==> config.mk <==
export PLATFORM = sky130hd
export DESIGN_NAME = gsc_counter
export DESIGN_NICKNAME = d
export VERILOG_FILES = /design/src/hw/gsc_pkg.sv /design/src/hw/gsc_counter.sv
export SDC_FILE = /design/constraint.sdc
export NUM_CORES = 1
export LEC_CHECK = 0
export BUFFER_PORTS_ARGS = -buffer_cell sky130_fd_sc_hd__buf_2
export CAP_MARGIN = 20
export CORE_UTILIZATION = 57
export CTS_BUF_LIST = sky130_fd_sc_hd__clkbuf_8
export CTS_CLUSTER_SIZE = 24
export DETAILED_ROUTE_END_ITERATION = 8
export GPL_TIMING_DRIVEN = 0
export PLACE_DENSITY = 0.89
export SLEW_MARGIN = 10
export SYNTH_ARGS = -nofsm -noshare
export SYNTH_HDL_FRONTEND = slang
export SYNTH_SLANG_ARGS = --single-unit
==> constraint.sdc <==
create_clock -name clk -period 6.05 [get_ports clk]
set_clock_uncertainty 0.2 [all_clocks]
set_input_delay 0.605 -clock clk [delete_from_list [all_inputs] [get_ports clk]]
set_output_delay 0.605 -clock clk [all_outputs]
set_load 0.1 [all_outputs]
==> src/hw/gsc_pkg.sv <==
// Constants, types and states shared by the gated sixteen-bit counter.
// Assumes a single system clock domain; no imports are used.
package gsc_pkg;

    // ========================================================
    // Widths and values
    localparam int          CNT_W     = 16;
    localparam int          PRE_W     = 3;
    localparam logic [15:0] CNT_RST   = 16'h0000;
    localparam logic [15:0] CNT_MAX   = 16'hFFFF;
    localparam logic [15:0] CNT_ONE   = 16'h0001;
    localparam logic [2:0]  PRE_RST   = 3'h0;
    localparam logic [2:0]  PRE_ONE   = 3'h1;
    localparam logic [7:0]  T0_MAX    = 8'hFF;
    localparam logic [7:0]  T0_ZERO   = 8'h00;
    localparam logic [3:0]  SYNC_RST  = 4'h0;

    // ========================================================
    // Gate source codes
    localparam logic [1:0]  GSRC_PIN  = 2'h0;
    localparam logic [1:0]  GSRC_T0   = 2'h1;
    localparam logic [1:0]  GSRC_C1   = 2'h2;
    localparam logic [1:0]  GSRC_C2   = 2'h3;

    // ========================================================
    // Single-pulse acquisition states
    typedef enum logic [2:0] {
        GSC_SP_IDLE  = 3'b001,
        GSC_SP_ARMED = 3'b010,
        GSC_SP_COUNT = 3'b100
    } gsc_sp_state_t;

    // Control and configuration bits
    typedef struct packed {
        logic       counter_on;
        logic       clock_sync_disable;
        logic [1:0] prescale_select;
        logic       gate_enable;
        logic       gate_polarity;
        logic       gate_toggle_mode;
        logic       gate_single_pulse_mode;
        logic [1:0] gate_source_select;
        logic       comp_sync_enable;
    } gsc_cfg_t;

    // Byte writes to the count
    typedef struct packed {
        logic       wr_low;
        logic       wr_high;
        logic [7:0] wr_data;
    } gsc_wr_t;

    // Software strobes
    typedef struct packed {
        logic go_set;
        logic go_clear;
        logic overflow_clear;
        logic gate_event_clear;
    } gsc_sw_t;

    // Interrupt enables
    typedef struct packed {
        logic overflow_irq_enable;
        logic gate_event_irq_enable;
        logic peripheral_irq_enable;
        logic global_irq_enable;
    } gsc_irq_en_t;

endpackage

==> src/hw/gsc_counter.sv <==
// Gated sixteen-bit up-counter with prescaler, gate logic and flags.
// Assumes one 100 MHz clock; pins and comparators arrive unsynchronised.
//
// Summary of operation
// [RL1] Sync disabled: count on raw edge path
// [RL2] Async external clock keeps counting in sleep
// [RL3] Mode switch may drop or add one
// [RL4] Byte reads always return settled counter bytes
// [RL5] Software stops counter before writing bytes
// [RL6] Gated: count only while gate active
// [RL7] Gate active when level equals polarity
// [RL8] Select: pin, timer wrap, comp1, comp2
// [RL9] Eight-bit timer wrap makes gate pulse
// [RL10] Comparator gate optionally latched on clock
// [RL11] Toggle flip-flop toggles; cleared when off
// [RL12] Software never enables toggle with polarity change
// [RL13] Go arms, starts on edge, clears trailing
// [RL14] After pulse, no counting until go
// [RL15] Software clears go when disabling mode
// [RL16] Toggle and single-pulse work together
// [RL17] Gate level status always shows gate
// [RL18] Falling gate level sets event flag
// [RL19] Event flag works with gating disabled
// [RL20] Rollover sets sticky overflow flag
// [RL21] Software sets all enables for interrupts
// [RL22] Sleep counting only asynchronous; overflow wakes
// [RL23] Runs only when on; gate if enabled
// [RL24] Prescaler divides by 1, 2, 4, 8
// [RL25] Synchronised mode adds aligned edge stage
`timescale 1ns/10ps

module gsc_counter (
    input  wire logic                 clk,
    input  wire logic                 sys_rst,
    input  wire gsc_pkg::gsc_cfg_t    cfg,
    input  wire gsc_pkg::gsc_wr_t     wr,
    input  wire gsc_pkg::gsc_sw_t     sw,
    input  wire gsc_pkg::gsc_irq_en_t irq_en,
    input  wire logic                 sleep_mode,
    input  wire logic                 counter_clock,
    input  wire logic                 gate_input_pin,
    input  wire logic                 comparator1_gate_out,
    input  wire logic                 comparator2_gate_out,
    input  wire logic [7:0]           eight_bit_timer_count,
    output logic [15:0]               count_value,
    output logic [7:0]                count_low_byte,
    output logic [7:0]                count_high_byte,
    output logic                      overflow_flag,
    output logic                      gate_event_flag,
    output logic                      gate_level_status,
    output logic                      single_pulse_go,
    output logic                      irq_request,
    output logic                      wake_request
);

    // ========================================================
    // Input synchronisers
    logic [3:0]                 sync1_r;
    logic [3:0]                 sync2_r;
    logic                       edge_prev_r;
    logic                       align_r;
    logic                       align_prev_r;
    logic                       clk_edge;

    // Two stages for clock, gate pin and both comparators
    always_ff @(posedge clk) begin
        if (sys_rst) begin
            sync1_r <= gsc_pkg::SYNC_RST;
            sync2_r <= gsc_pkg::SYNC_RST;
        end else begin
            sync1_r <= {comparator2_gate_out, comparator1_gate_out,
                        gate_input_pin, counter_clock};
            sync2_r <= sync1_r;
        end
    end

    // Edge detection on both counting paths
    always_ff @(posedge clk) begin
        if (sys_rst) begin
            edge_prev_r  <= 1'b0;
            align_r      <= 1'b0;
            align_prev_r <= 1'b0;
        end else begin
            edge_prev_r  <= sync2_r[0];
            align_r      <= sync2_r[0];  // [RL25]
            align_prev_r <= align_r;
        end
    end

    // Raw path when unsynchronised, aligned path otherwise
    always_comb begin
        if (cfg.clock_sync_disable) begin
            clk_edge = sync2_r[0] & ~edge_prev_r;  // [RL1]
        end else begin
            clk_edge = align_r & ~align_prev_r;    // [RL25] [RL3]
        end
    end

    // ========================================================
    // Gate source selection
    logic [7:0]                 t0_prev_r;
    logic                       t0_pulse_r;
    logic [1:0]                 comp_lat_r;
    logic [1:0]                 comp_gate;
    logic                       gate_sel;
    logic                       src_act;
    logic                       src_prev_r;
    logic                       tog_r;
    logic                       gate_a;
    logic                       gate_a_prev_r;

    // Pulse on eight-bit timer wrap
    always_ff @(posedge clk) begin
        if (sys_rst) begin
            t0_prev_r  <= gsc_pkg::T0_ZERO;
            t0_pulse_r <= 1'b0;
        end else begin
            t0_prev_r  <= eight_bit_timer_count;
            t0_pulse_r <= (t0_prev_r == gsc_pkg::T0_MAX) &&
                          (eight_bit_timer_count == gsc_pkg::T0_ZERO);  // [RL9]
        end
    end

    // Comparator outputs latched on counter clock edges
    always_ff @(posedge clk) begin
        if (sys_rst) begin
            comp_lat_r <= 2'h0;
        end else if (clk_edge) begin
            comp_lat_r <= sync2_r[3:2];  // [RL10]
        end
    end

    assign comp_gate = cfg.comp_sync_enable ? comp_lat_r : sync2_r[3:2];  // [RL10]

    // Source multiplexer
    always_comb begin
        case (cfg.gate_source_select)  // [RL8]
            gsc_pkg::GSRC_PIN: gate_sel = sync2_r[1];
            gsc_pkg::GSRC_T0:  gate_sel = t0_pulse_r;
            gsc_pkg::GSRC_C1:  gate_sel = comp_gate[0];
            gsc_pkg::GSRC_C2:  gate_sel = comp_gate[1];
            default:           gate_sel = sync2_r[1];
        endcase
    end

    assign src_act = ~(gate_sel ^ cfg.gate_polarity);  // [RL7]

    // Toggle flip-flop on active-going source edges
    always_ff @(posedge clk) begin
        if (sys_rst) begin
            src_prev_r <= 1'b0;
            tog_r      <= 1'b0;
        end else begin
            src_prev_r <= src_act;
            if (!cfg.gate_toggle_mode || !cfg.counter_on) begin
                tog_r <= 1'b0;  // [RL11]
            end else if (src_act && !src_prev_r) begin
                tog_r <= ~tog_r;  // [RL11]
            end
        end
    end

    assign gate_a = cfg.gate_toggle_mode ? tog_r : src_act;  // [RL16]

    // ========================================================
    // Single-pulse acquisition
    gsc_pkg::gsc_sp_state_t     sp_r;
    gsc_pkg::gsc_sp_state_t     sp_nxt;
    logic                       gate_rise;
    logic                       gate_fall;
    logic                       gate_final;

    assign gate_rise = gate_a & ~gate_a_prev_r;
    assign gate_fall = ~gate_a & gate_a_prev_r;

    // Next acquisition state
    always_comb begin
        sp_nxt = sp_r;
        if (!cfg.gate_single_pulse_mode) begin
            sp_nxt = gsc_pkg::GSC_SP_IDLE;
        end else begin
            case (sp_r)
                gsc_pkg::GSC_SP_IDLE: begin
                    if (sw.go_set) begin
                        sp_nxt = gsc_pkg::GSC_SP_ARMED;
                    end
                end
                gsc_pkg::GSC_SP_ARMED: begin
                    if (sw.go_clear) begin
                        sp_nxt = gsc_pkg::GSC_SP_IDLE;
                    end else if (gate_rise) begin
                        sp_nxt = gsc_pkg::GSC_SP_COUNT;  // [RL13]
                    end
                end
                gsc_pkg::GSC_SP_COUNT: begin
                    if (sw.go_clear || gate_fall) begin
                        sp_nxt = gsc_pkg::GSC_SP_IDLE;  // [RL13] [RL14]
                    end
                end
                default: sp_nxt = gsc_pkg::GSC_SP_IDLE;
            endcase
        end
    end

    // State register and gate history
    always_ff @(posedge clk) begin
        if (sys_rst) begin
            sp_r          <= gsc_pkg::GSC_SP_IDLE;
            gate_a_prev_r <= 1'b0;
        end else begin
            sp_r          <= sp_nxt;
            gate_a_prev_r <= gate_a;
        end
    end

    // Counting window only inside an acquisition
    assign gate_final = cfg.gate_single_pulse_mode ?
                        (gate_a && sp_r == gsc_pkg::GSC_SP_COUNT) : gate_a;  // [RL14]

    assign single_pulse_go = (sp_r != gsc_pkg::GSC_SP_IDLE);

    // ========================================================
    // Gate status and event flag
    logic                       gate_level_r;
    logic                       gev_flag_r;

    // Level follows the gate regardless of gate enable
    always_ff @(posedge clk) begin
        if (sys_rst) begin
            gate_level_r <= 1'b0;
        end else begin
            gate_level_r <= gate_final;  // [RL17]
        end
    end

    // Sticky flag, set wins over clear
    always_ff @(posedge clk) begin
        if (sys_rst) begin
            gev_flag_r <= 1'b0;
        end else if (gate_level_r && !gate_final) begin
            gev_flag_r <= 1'b1;  // [RL18] [RL19]
        end else if (sw.gate_event_clear) begin
            gev_flag_r <= 1'b0;
        end
    end

    assign gate_level_status = gate_level_r;
    assign gate_event_flag   = gev_flag_r;

    // ========================================================
    // Prescaler and counter
    logic                       run;
    logic [2:0]                 pre_r;
    logic [2:0]                 pre_mask;
    logic                       pre_done;
    logic                       tick;
    logic                       any_wr;
    logic [15:0]                count_r;
    logic                       ovf_flag_r;

    // Enable table and sleep restriction
    assign run = cfg.counter_on && (!cfg.gate_enable || gate_final) &&
                 (!sleep_mode || cfg.clock_sync_disable);  // [RL6] [RL23] [RL2] [RL22]

    assign pre_mask = 3'((4'h1 << cfg.prescale_select) - 4'h1);  // [RL24]
    assign pre_done = ((pre_r & pre_mask) == pre_mask);
    assign tick     = clk_edge && run && pre_done;
    assign any_wr   = wr.wr_low || wr.wr_high;

    // Prescale counter, cleared by byte writes
    always_ff @(posedge clk) begin
        if (sys_rst || any_wr) begin
            pre_r <= gsc_pkg::PRE_RST;
        end else if (clk_edge && run) begin
            pre_r <= pre_done ? gsc_pkg::PRE_RST : pre_r + gsc_pkg::PRE_ONE;  // [RL24]
        end
    end

    // Count register, writes take precedence
    always_ff @(posedge clk) begin
        if (sys_rst) begin
            count_r <= gsc_pkg::CNT_RST;
        end else if (any_wr) begin
            if (wr.wr_low) begin
                count_r[7:0] <= wr.wr_data;  // [RL5]
            end
            if (wr.wr_high) begin
                count_r[15:8] <= wr.wr_data;
            end
        end else if (tick) begin
            count_r <= count_r + gsc_pkg::CNT_ONE;  // [RL6]
        end
    end

    // Overflow flag, set wins over clear
    always_ff @(posedge clk) begin
        if (sys_rst) begin
            ovf_flag_r <= 1'b0;
        end else if (tick && !any_wr && count_r == gsc_pkg::CNT_MAX) begin
            ovf_flag_r <= 1'b1;  // [RL20]
        end else if (sw.overflow_clear) begin
            ovf_flag_r <= 1'b0;
        end
    end

    // Settled bytes straight from the count register
    assign count_value     = count_r;
    assign count_low_byte  = count_r[7:0];   // [RL4]
    assign count_high_byte = count_r[15:8];  // [RL4]
    assign overflow_flag   = ovf_flag_r;

    // Interrupt request and sleep wake
    assign irq_request = ((ovf_flag_r && irq_en.overflow_irq_enable) ||
                          (gev_flag_r && irq_en.gate_event_irq_enable)) &&
                         irq_en.peripheral_irq_enable && irq_en.global_irq_enable;  // [RL18]
    assign wake_request = sleep_mode && ovf_flag_r && irq_en.overflow_irq_enable &&
                          irq_en.peripheral_irq_enable;  // [RL22] [RL2]

    // ========================================================
    // Assertions
    a_ovf_set: assert property (@(posedge clk) disable iff (sys_rst)  // [RL20]
        (tick && !any_wr && count_r == gsc_pkg::CNT_MAX) |=> (ovf_flag_r && count_r == 16'h0000))
        else $error("overflow flag not set on rollover");

    a_ovf_sticky: assert property (@(posedge clk) disable iff (sys_rst)  // [RL20]
        (ovf_flag_r && !sw.overflow_clear) |=> ovf_flag_r)
        else $error("overflow flag dropped without clear");

    a_gate_hold: assert property (@(posedge clk) disable iff (sys_rst)  // [RL6]
        (cfg.gate_enable && !gate_final && !any_wr) |=> $stable(count_r))
        else $error("count moved while gate inactive");

    a_off_hold: assert property (@(posedge clk) disable iff (sys_rst)  // [RL23]
        (!cfg.counter_on && !any_wr) |=> (count_r == $past(count_r)))
        else $error("count moved while counter off");

    a_gate_polarity: assert property (@(posedge clk) disable iff (sys_rst)  // [RL7]
        (!cfg.gate_toggle_mode && !cfg.gate_single_pulse_mode) |-> (gate_final == (gate_sel == cfg.gate_polarity)))
        else $error("gate activity does not match polarity");

    a_event_flag: assert property (@(posedge clk) disable iff (sys_rst)  // [RL18]
        $fell(gate_level_r) |-> gev_flag_r)
        else $error("falling gate level did not set event flag");

    a_toggle_clear: assert property (@(posedge clk) disable iff (sys_rst)  // [RL11]
        !cfg.gate_toggle_mode [*2] |-> !tog_r)
        else $error("toggle flip-flop not held clear");

    a_timer_pulse: assert property (@(posedge clk) disable iff (sys_rst)  // [RL9]
        (eight_bit_timer_count == 8'hFF) ##1 (eight_bit_timer_count == 8'h00) |=> t0_pulse_r ##1 !t0_pulse_r)
        else $error("timer wrap pulse missing or too long");

    a_go_done: assert property (@(posedge clk) disable iff (sys_rst)  // [RL13]
        (cfg.gate_single_pulse_mode && sp_r == gsc_pkg::GSC_SP_COUNT && gate_fall) |=> !single_pulse_go)
        else $error("go bit not cleared at trailing edge");

    a_sleep_sync: assert property (@(posedge clk) disable iff (sys_rst)  // [RL22]
        (sleep_mode && !cfg.clock_sync_disable && !any_wr) |=> $stable(count_r))
        else $error("synchronised counter moved in sleep");

endmodule

Yosys cells after proc, flatten, opt, wreduce, memory -nomap -nowiden

Cells that the tools add are included.

Flip-flop bits (word level): 49
Bits of input ports: 44
Output and inout bits: 38
Logic and storage cells: 109

Add/sub/neg operators: 3
Equality and inequality tests: 15
Shifts and indexed selects: 1
Mux-type cells: 19
Bitwise operators: 13
Reduce and logical (&&, ||, !) cells: 41

Operator list:

| operator              | number |
|---|---|
| $mux 16               | 2 |
| $logic_and 1x1->1     | 17 |
| $add 16x1->16 const B | 1 |
| $eq 16x16->1 const B  | 1 |
| $mux 8                | 2 |
| $mux 3                | 5 |
| $pmux 3 s3            | 1 |
| $eq 8x8->1 const B    | 1 |
| $logic_not 8->1       | 1 |
| $ne 2x2->1 const B    | 4 |
| $logic_not 1->1       | 7 |
| $logic_or 1x1->1      | 7 |
| $mux 1                | 7 |
| $not 1->1             | 7 |
| $reduce_bool 2->1     | 3 |
| $and 1x1->1           | 4 |
| $eq 2x2->1 const B    | 2 |
| $pmux 1 s4            | 1 |
| $reduce_and 2->1      | 2 |
| $reduce_or 2->1       | 2 |
| $add 3x1->3 const B   | 1 |
| $and 3x3->3           | 1 |
| $eq 3x1->1 const B    | 1 |
| $eq 3x2->1 const B    | 1 |
| 11 further kinds      | 11 |

Depth between registers and ports, before layout

Gate-level depths: netlist (run 1).

Depth in word-level cells: 15
Mapped depth: 8
Mapped depth without buffers: 7

Worst setup path before layout (run 1)

No wires, ideal clock.

Path type: register to output
From: reg ovf_flag_r (netlist: overflow_flag)
To: out irq_request
Arrival time: 2,452 ps
Required time: 5,245 ps
Slack: 2,793 ps
Cell stages (with the launch flop): 3
Buffers on the path: 0
Cell sequence: dfxtp_1 > a22oi_1 > nor2_1

Word-level cells in the longest chain between the ends: 4

Ends and longest elaborated chain:

| what                   | RTL line           | text |
|---|---|---|
| start, declared        | gsc_counter.sv:259 | `logic ovf_flag_r;` |
| start signal, assigned | gsc_counter.sv:298 | `ovf_flag_r <= 1'b0;` |
| start signal, assigned | gsc_counter.sv:300 | `ovf_flag_r <= 1'b1;` |
| start signal, assigned | gsc_counter.sv:302 | `ovf_flag_r <= 1'b0;` |
| $logic_and 1x1->1      | gsc_counter.sv:313 | `assign irq_request = ((ovf_flag_r && irq_en.overflow_irq_enable) \|\|` |
| $logic_or 1x1->1       | gsc_counter.sv:313 |  |
| $logic_and 1x1->1      | gsc_counter.sv:314 | `(gev_flag_r && irq_en.gate_event_irq_enable)) &&` |
| $logic_and 1x1->1      | gsc_counter.sv:315 | `irq_en.peripheral_irq_enable && irq_en.global_irq_enable;` |
| end, declared          | gsc_counter.sv:52  | `output logic irq_request,` |

No other way between the ends.

Final worst setup path (run 1)

From: in cfg[1] (netlist name)
To: reg count_r[14] (netlist: count_value[14])

Word-level cells in the longest chain between the ends: 14
Elaborated cells on any way between the ends: 17
Classes of those cells: eq/ne (3); mux (3); bitwise (2); reduce/logical (9)

Ends and longest elaborated chain:

| what                                 | RTL line           | text |
|---|---|---|
| start, declared                      | gsc_counter.sv:35  | `input wire gsc_pkg::gsc_cfg_t cfg,` |
| $eq 2x2->1 (tied with other cells)   | gsc_counter.sv:137 | `case (cfg.gate_source_select)` |
| $pmux 1 s4 *                         | gsc_counter.sv:137 |  |
| $xor 1x1->1 *                        | gsc_counter.sv:146 | `assign src_act = ~(gate_sel ^ cfg.gate_polarity);` |
| $not 1->1 *                          | gsc_counter.sv:146 |  |
| $mux 1 *                             | gsc_counter.sv:163 | `assign gate_a = cfg.gate_toggle_mode ? tog_r : src_act;` |
| $logic_and 1x1->1                    | gsc_counter.sv:218 | `(gate_a && sp_r == gsc_pkg::GSC_SP_COUNT) : gate_a;` |
| $mux 1 *                             | gsc_counter.sv:217 | `assign gate_final = cfg.gate_single_pulse_mode ?` |
| $logic_or 1x1->1 *                   | gsc_counter.sv:262 | `assign run = cfg.counter_on && (!cfg.gate_enable \|\| gate_final) &&` |
| $logic_and 1x1->1 * (2 in series)    | gsc_counter.sv:262 |  |
| $logic_and 1x1->1 * (2 in series)    | gsc_counter.sv:267 | `assign tick = clk_edge && run && pre_done;` |
| $reduce_bool 2->1 (no source line) * | n/a                |  |
| $reduce_and 2->1 (no source line) *  | n/a                |  |
| end signal, assigned                 | gsc_counter.sv:282 | `count_r <= gsc_pkg::CNT_RST;` |
| end signal, assigned                 | gsc_counter.sv:288 | `count_r[15:8] <= wr.wr_data;` |
| end signal, assigned                 | gsc_counter.sv:291 | `count_r <= count_r + gsc_pkg::CNT_ONE;` |
| end, declared                        | gsc_counter.sv:258 | `logic [15:0] count_r;` |

Mark *: on every way between the ends. The rest lies on a longest branch, timed or not.
A chain may end at the register's enable or synchronous reset.

==> results of run 1 <==
routing by layer:
| metal | up-vias | global-route usage (%) |
|---|---|---|
| li1 | 1244 | - |
| met1 | 1152 | 36.3 |
| met2 | 135 | 44.7 |
| met3 | 12 | 6.25 |
| met4 | 0 | 7.91 |
| met5 | - | 0 |
registers in the layout, indices dropped and copies added (netlist names), 2 cells and up:
| register | cells |
|---|---|
| comp_lat_r | 2 |
| count_value | 16 |
| pre_r | 3 |
| sp_r | 3 |
| sync1_r | 4 |
| sync2_r | 4 |
| t0_prev_r | 8 |
per-stage QoR:
stage          hold WS (ns)  instances
3_3_place_gp          0.215        426
6_report              0.244        434
5_1_grt               0.268        434
2_1_floorplan         0.204        296
4_1_cts               0.248        434
3_5_place_dp          0.225        426
area by class of cell:
class	instances	area [um^2]	share of cell area (%)
buffer	29	169	5.44
clock buffer	5	68.8	2.22
clock inverter	3	28.8	0.926
inverter	7	26.3	0.846
multi-input combinational	211	1370	44.1
sequential	49	981	31.6
tap	50	62.6	2.01
timing repair buffer	80	400	12.9
layout by cell type, fill, tap and decap left out, drive strengths merged, types with 5 or more instances in the layout:
master  instances
a21oi          13
buf            96
clkbuf         18
dfxtp          49
inv            10
mux2i           5
nand2          22
nand2b          6
nand3          14
nand4           7
nor2           21
nor2b          23
nor3           12
nor3b           5
o21ai           8
o31ai          11
power by group through the flow:
stage          logic (W)  clock network, W  registers, W
2_1_floorplan   0.000107                 0      0.000407
3_3_place_gp    0.000198                 0      0.000358
3_5_place_dp    0.000200                 0      0.000359
4_1_cts         0.000201          0.000214      0.000352
5_1_grt         0.000211          0.000228      0.000354
6_report        0.000202          0.000216      0.000352
worst paths after layout:
path | startpoint | endpoint | slack (ns) | depth (start not counted)
worst max-delay path | cfg[1] | count_value[14] | 3.21 | 8
worst min-delay path | sync1_r[0] | sync2_r[0] | 0.24 | 1
worst max register to register | sync2_r[2] | count_value[14] | 3.33 | 7
worst min register to register | sync1_r[0] | sync2_r[0] | 0.24 | 1
cells by family after synthesis:
group,Yosys count
adder cells (fa/ha/maj),2
flip-flops,49
AND/OR/NAND/NOR,131
buffers and inverters,36
multiplexers,8
AO/OA/AOI/OAI,66
XOR/XNOR,4
worst max-delay path, delay by kind of cell:
kind	cells	cell delay [ns]
xor+xnor	1	0.14
mux	2	0.72
buf+inv	2	0.53
compound gates	2	0.57
simple gates	1	0.24
==> results by stage, run 1 <==
Finish:
- In the final design database the tool counted 429 nets.
- The number of antenna diodes in the final layout is 0.
- The share of cells above drive strength 1 is 29.7%.
- The end-of-flow core utilization is 75.0%.
- From synthesis to final layout, the design area changed by 22.0%.
- The layout has 316 filler cells.
- Once layout is done, the placed cells without fillers occupy 0.00311 mm^2.

Timing:
- The final max-slew violation count is 0.
- The worst setup margin is 3.21 ns.
- Setup repair after global routing left no endpoint under its margin.
- The highest clock rate is 0.353 GHz.
- For the pin with the worst max-slew slack, the measured transition is 0.796 ns.
- For the final routed database, the setup TNS stands at 0 ns.
- The worst path in the final design needs a cycle of 2.84 ns, including I/O delays and setup.
- The worst pin sits at a relative slew slack of 46.6%.
- The final hold violation count came to 0.
- Dividing the final minimum period by the clock period gives 46.9%.
- The final-report setup violation count is 0.

Power:
- For this design the total switching power over the nets is 0.000295 W.
- In this run, the clock network consumes 28.0% of the power.
- The maximum vdd ir drop is 195 uV.
- The proportion of power drawn by combinational gates is 26.2%.
- The switching share of power is 38.4%.
- The internal power of the cells totals 0.000474 W.
- In this run the static leakage power is 1.32 nW.
- The total power density per cell area is 248 mW/mm^2.
- The share of total power dissipated in sequential elements is 45.8%.
- After layout, the design draws a total of 0.000770 W.

Global routing:
- The initial antenna violation count is 0.
- Entering global routing, the biggest net connects 19 pins.
- The number of global-route vias before repair is 2,125.
- The first global-routing pass estimated 9.65 mm of wire.
- Global routing consumed, over all layers together, 27.5% of the routing resources.
- The total overflow reported by the global router is 0.

Floorplan:
- The site row count is 23.
- The floorplan step defined a core boundary enclosing 0.00414 mm^2.
- The die outline width is 68.8 um.
- Measured along the y axis, the die boundary spans 68.8 um.
- The die covers 0.00474 mm^2.
- The count of pins on the block boundary is 82.
- For this configuration, the core starts out at a cell density of 61.4%.

Yosys:
- The number of instances in the synthesized netlist is 296.
- The parity-gate share of the synthesized area counting xor and xnor cells is 1.67%.
- Multiplexer cells account for 4.37% of the synthesized area.
- In this run, synthesis inferred 0 flip-flops with an integrated enable.
- The post-synthesis cell area is 0.00255 mm^2.
- The simple-gate area share of the yosys netlist is 28.0%.
- Each instance of the synthesized netlist takes up on average 8.60 um^2.
- Counting instances in the post-synthesis netlist gives the leading cell types as sky130_fd_sc_hd__dfxtp_1, sky130_fd_sc_hd__nor2b_1, sky130_fd_sc_hd__nand2_1.
- The share of async-settable or async-resettable flops after synthesis is 0%.
- By area the synthesized netlist is led by sky130_fd_sc_hd__dfxtp_1, sky130_fd_sc_hd__nor2b_1, sky130_fd_sc_hd__buf_4.
- The count of unique library cells instantiated by Yosys is 53.
- The synthesized-area fraction occupied by ao, oa, aoi and oai cells is 18.8%.
- The largest family of logic cells by synthesized area is simple AND/OR/NAND/NOR gates.
- Summing the areas of all fa, ha and maj instances in the mapped netlist gives 0.983% of the synthesized area.
- For this run, the leading register cell type out of synthesis is sky130_fd_sc_hd__dfxtp_1.
- In the post-synthesis netlist, the cell with the most instances is sky130_fd_sc_hd__dfxtp_1.
- The number of synthesized register bits is 49.
- Summed over all instances, the cell type with the most area after synthesis is sky130_fd_sc_hd__dfxtp_1.
- The Yosys warning count is 0.
- In this run the biggest area consumer among cell types represents 38.5% of the synthesized area.
- When the netlist entered floorplanning its net count stood at 342.
- Sequential elements use 38.5% of the synthesized area.

Clocking:
- The latest clock arrival within the worst-skew pair is 0.32 ns.
- After clock tree synthesis, the setup repair step added 0 buffers.
- Clock tree synthesis inserted a total of 5 buffers.
- Once the clock tree was built, the resizer swapped 0 gates to a different size.
- TritonCTS built the clock tree.
- The clock edge transition at the registers on the reported setup and hold paths is 0.10 ns.
- The cell sitting at the root of the clock tree is a sky130_fd_sc_hd__clkbuf_8.
- The count of hold-fix buffers inserted at cts is 0.
- The H-tree was split into 2 levels.
- In this run the deepest clock path goes through 2 buffers.
- The sink count of the clock tree is 49.

Critical path:
- Traced cell by cell, the critical path runs through buf_2 -> mux4_2 -> mux2i_4 -> xor2_2 -> o21ai_0 -> clkbuf_1 -> nor3b_1 -> o31ai_1.
- The worst setup path is captured at a flip-flop.
- The worst endpoint required time is 6.04 ns.
- The largest single stage delay on the critical path is 0.52 ns.
- The endpoint arrival time on the critical path is 2.83 ns.
- The highest-delay cell along the critical path is sky130_fd_sc_hd__mux4_2.
- The nature of the critical path startpoint is a primary input.
- The maximum fanout along the worst path is 10.
- The critical path in this run is classified as primary input to flip-flop.

Run:
- Max-cap violations in this run came to 0.

Place:
- Once detailed placement completed, the half-perimeter wirelength came to 4.68 mm.
- In this run the tool buffered the top-level ports with 80 buffer cells.
- The final weighted congestion in routability-driven placement is 0.914.
- The worst slack at placement is 2.94 ns.
- Once placement finished, the instance area stood at 0.00301 mm^2.

Route:
- Summed over all nets, wire length on met2 after detailed routing comes to 2.92 mm.
- For this run, design rule violations remaining after detail routing come to 0.
- The met3 wire length is 479 um.
- In the routed layout, each cell is associated on average with a via count of 5.86.
- The final wirelength is 6.32 mm.
- The top layer reached by signal wires is met4.
- After the first detailed-routing iteration, the DRC count stood at 280.
- The count of nets left with antenna violations once routing finished came out at 0.
- The total via count in the routed design is 2,543.
- The detailed router put a total of 2.83 mm of wire on met1.
- The number of detailed-routing iterations run before antenna repair is 5.
- The routed length per placed instance is 14.6 um.

Worst hold path:
- The min-delay analysis places its worst path in the category flip-flop to flip-flop.

Outcome:
- The flow ran to the end, and the final reports show no timing, DRC or antenna violations.
(Power assumes the default switching activity.)
==> run 2, diff against run 1 <==
--- a/config.mk
+++ b/config.mk
@@ -5,14 +5,15 @@
 export SDC_FILE = /design/constraint.sdc
 export NUM_CORES = 1
 export LEC_CHECK = 0
+export ABC_AREA = 1
 export BUFFER_PORTS_ARGS = -buffer_cell sky130_fd_sc_hd__buf_2
 export CAP_MARGIN = 20
-export CORE_UTILIZATION = 57
+export CORE_UTILIZATION = 48
 export CTS_BUF_LIST = sky130_fd_sc_hd__clkbuf_8
 export CTS_CLUSTER_SIZE = 24
 export DETAILED_ROUTE_END_ITERATION = 8
 export GPL_TIMING_DRIVEN = 0
-export PLACE_DENSITY = 0.89
+export PLACE_DENSITY = 0.79
 export SLEW_MARGIN = 10
 export SYNTH_ARGS = -nofsm -noshare
 export SYNTH_HDL_FRONTEND = slang
==> constraint.sdc (replaced) <==
create_clock -name clk -period 2.3 [get_ports clk]
set_clock_uncertainty 0.2 [all_clocks]
set_input_delay 0.23 -clock clk [delete_from_list [all_inputs] [get_ports clk]]
set_output_delay 0.23 -clock clk [all_outputs]
set_load 0.1 [all_outputs]
==> run 2 against run 1 <==
Compared with the run above: power rose to 2.9 times the previous value; worst setup slack lost 2.9 ns; hold slack worse by 0.23 ns; non-clock buffer count grew 12; register-to-register slack worse by 3.0 ns; synthesized cell count is 36% higher; sequential share of layout area decreased by 3.0 points; synthesized area increased by 6.3%; sequential cell count is the same; sequential power rose to 2.7 times the previous value; critical path type is now flip-flop to flip-flop; critical endpoint unchanged.
==> results by stage, run 2 <==
Outcome:
- The run finished with clean final reports.

Yosys:
- After synthesis the netlist holds a flip-flop and latch count of 49.
- Summing every instance area after synthesis gives 0.00271 mm^2.
- The mean instance size in the synthesized netlist is 6.70 um^2.
- Summing the sequential cell areas from Yosys gives 36.2% of the chip area.
- The net count of the mapped netlist is 450.
- sky130_fd_sc_hd__nand2_1 is the most common cell in the netlist.
- Of the post-synthesis cell area, the dominant cell type holds 36.2%.
- The synthesized netlist contains 35 unique library cells.
- The synthesized design contains 0 enable-type register cells.
- Yosys attributes the largest share of cell area to sky130_fd_sc_hd__dfxtp_1, sky130_fd_sc_hd__nand2_1, sky130_fd_sc_hd__nor2_1.
- The share of async-settable or async-resettable flops after synthesis is 0%.
- Summed over all instances, the cell type with the most area after synthesis is sky130_fd_sc_hd__dfxtp_1.
- The commonest cells after synthesis are sky130_fd_sc_hd__nand2_1, sky130_fd_sc_hd__nor2_1, sky130_fd_sc_hd__inv_1.
- The Yosys warning count is 0.
- In the synthesized netlist, the number of instances is 404.
- The most common flop cell mapped by yosys is sky130_fd_sc_hd__dfxtp_1.

Clocking:
- The clock edge transition at the registers on the reported setup and hold paths is 0.09 ns.
- The latest clock arrival within the worst-skew pair is 0.31 ns.
- The root buffer selected by CTS is sky130_fd_sc_hd__clkbuf_8.
- The number of gates given a new drive strength after cts is 0.
- The post-CTS setup-driven buffer insertion count is 0.
- The count of hold-fix buffers inserted at cts is 15.
- The sink count of the clock tree is 49.
- The H-tree level count is 2.
- TritonCTS built the clock tree.
- The total clock buffers created by CTS is 5.
- The worst-case clock buffer depth is 2.

Global routing:
- The number of global-route vias before repair is 2,646.
- The initial antenna violation count is 0.
- The first global-routing pass estimated 10.8 mm of wire.
- Entering global routing, the biggest net connects 17 pins.
- Global routing consumed, over all layers together, 22.6% of the routing resources.
- For this run the aggregate overflow at the end of global routing stands at 0.

Critical path:
- The maximum cell stage delay along the critical path is 0.39 ns.
- Broken down by cell family, the worst path's largest delay share belongs to simple AND/OR/NAND/NOR gates.
- For flop-to-flop paths, the worst setup slack is 0.33 ns.
- The maximum fanout along the worst path is 6.
- The worst endpoint required time is 2.35 ns.
- The slowest stage of the critical path is the sky130_fd_sc_hd__dfxtp_4 cell.
- The worst setup path is of the flip-flop to flip-flop kind.
- The endpoint arrival time on the critical path is 2.02 ns.
- The endpoint kind of the worst setup timing path is a flip-flop.
- The critical path goes through ha_1 -> nand2_1 -> nor2_2 -> nand2_1 -> nor2_2 -> nand2_1 -> nor3_2 -> xor2_1 -> nand2_1 -> nand2_1 -> a21oi_1 -> nor2_1.
- Counting stages on the worst path, the most repeated cell is sky130_fd_sc_hd__nand2_1.
- The depth of the worst register-to-register path is 12.
- The number of gates on the worst path with buffers counted is 12.
- The number of buffer and inverter stages on the critical path is 0.
- The nature of the critical path startpoint is a flip-flop.

Power:
- The maximum vdd ir drop is 477 uV.
- The switching power is 0.000846 W.
- The clock network accounts for 28.0% of the total power.
- The total power density per cell area is 641 mW/mm^2.
- The cell-internal power is 0.00139 W.
- The part of the total power dissipated in sequential elements is 41.8%.
- Net switching is 37.8% of the power.
- The proportion of power drawn by combinational gates is 30.2%.
- The standby leakage power is 1.85 nW.

Place:
- The total placed instance area is 0.00323 mm^2.
- The cell count after placement is 554.
- Detailed placement ended at an HPWL of 4.63 mm.
- The worst slack at placement is 0.311 ns.
- The final weighted congestion in routability-driven placement is 0.881.
- The count of input and output buffers is 80.

Finish:
- The final net count is 552.
- Registers take 996 um^2.
- The finished cells cover 0.00349 mm^2.
- Once layout is complete, the cells apart from fillers number 577.
- The layout has 467 filler cells.
- The antenna diode count is 0.
- In the layout the commonest cells are sky130_fd_sc_hd__nand2_1, sky130_fd_sc_hd__buf_2, sky130_fd_sc_hd__nor2_1.
- Leaving out fill and tap cells, the most frequent cell in the layout is sky130_fd_sc_hd__nand2_1.
- Relative to the synthesized area, the layout overhead comes to 29.0%.
- The multi-input gate area in the final layout is 0.00132 mm^2.
- Of the cells placed in the final design, the portion with a size suffix greater than 1 is 29.4%.
- The flip-flop count of the largest register after layout is 16.

Route:
- After detailed routing, the met2 layer carries 3.15 mm of wire.
- The count of nets left with antenna violations once routing finished came out at 0.
- The ratio of routed vias to standard cells is 4.70.
- The routed length per placed instance is 10.8 um.
- The total via count in the routed design is 2,714.
- The final wirelength is 6.23 mm.
- After detailed routing, the wire length on met1 is 2.60 mm.
- The DRC violation count after routing is 0.
- The top layer reached by signal wires is met4.
- The routed design uses 382 um of met3 wire.
- The first detailed-routing pass ran for 4 iterations.
- The starting DRC count in detailed routing is 87.

Timing:
- Setup repair after global routing left no endpoint under its margin.
- The final critical-path required period is 1.97 ns.
- Setup violations remaining at the end of the flow were counted as 0.
- The worst setup margin is 0.331 ns.
- Based on the critical path, the design can be clocked at up to 0.508 GHz.
- The final hold violation count came to 0.
- The fraction of the cycle the final worst path needs is 85.6%.
- For the final routed database, the setup TNS stands at 0 ns.
- Headroom to the max-slew limit came out at 58.1%.
- The worst hold slack is 0.0176 ns.
- The final max-slew violation count is 0.
- For the pin with the worst max-slew slack, the measured transition is 0.622 ns.

Run:
- The tool flagged a number of max-cap violations equal to 0.

Floorplan:
- The site row count is 26.
- The effective utilization at floorplan is 51.4%.
- The vertical die dimension is 77.1 um.
- The die is 77.1 um wide.
- The count of pins on the block boundary is 82.
- The floorplan step defined a die boundary enclosing 0.00594 mm^2.
- The standard cell core area is 0.00527 mm^2.

Worst hold path:
- The worst hold path passes through 4 cells.
- The tightest min-delay check is of the primary input to flip-flop type.
## run 2: cell count changes after synthesis, sizes merged, moves of 6 or more
cell    previous run  this run
nor2              21        77
nor2b             23         0
o31ai             11         0
nand2             22        97
nand2b             6         0
clkbuf            13         5
inv                7        65
nand3             14        24
## run 2: final cells by class
cell class,count,area share (%)
Buffer,26,5.30
Clock buffer,5,1.97
Clock inverter,3,1.25
Inverter,65,6.99
Multi-Input combinational cell,264,37.7
Sequential cell,49,28.5
Tap cell,70,2.51
Timing Repair Buffer,95,15.8
## run 2: stage by stage
stage / utilization (%) / power, W
final: 66.2 / 0.00224
after global routing: 66.2 / 0.00234
after CTS: 66.2 / 0.00226
after detailed placement: 61.3 / 0.00161
after global placement: 61.3 / 0.00160
after floorplan: - / 0.00149
## run 2: tightest hold or removal path, stage by stage
cell and delay, ns:
sky130_fd_sc_hd__buf_2 0.08, sky130_fd_sc_hd__nor2_1 0.03, sky130_fd_sc_hd__nor2_1 0.10, sky130_fd_sc_hd__nor2_1 0.04
## run 2: path summary, 6_finish.rpt
path / to / startpoint
max: count_value[14] / count_value[0]
min: overflow_flag / sw[1]
max reg2reg: count_value[14] / count_value[0]
min reg2reg: sync2_r[2] / sync1_r[2]
## run 2: kinds of logic (layout without fill, tap and decap cells)
group | count (synthesis) | count (layout) | share of synthesized area [%]
simple gates | 219 | 219 | 37.7
fa+ha+maj | 2 | 2 | 0.924
xor+xnor | 6 | 6 | 1.94
compound gates | 37 | 37 | 7.35
flops | 49 | 49 | 36.2
buf+inv | 91 | 194 | 15.9
## run 2: metal layers
metal	GRT usage, %	up-vias
li1	-	1433
met1	24.3	1180
met2	42.6	91
met3	4.05	10
met4	9.81	0
met5	0	-
## run 2: power groups by stage
stage                     clock network [W]  logic [W]  registers (W)
after CTS                          0.000645   0.000677       0.000935
after global routing               0.000671   0.000724       0.000943
after detailed placement                  0   0.000656       0.000955
after floorplan                           0   0.000381        0.00111
after global placement                    0   0.000647       0.000953
final                              0.000626   0.000676       0.000936
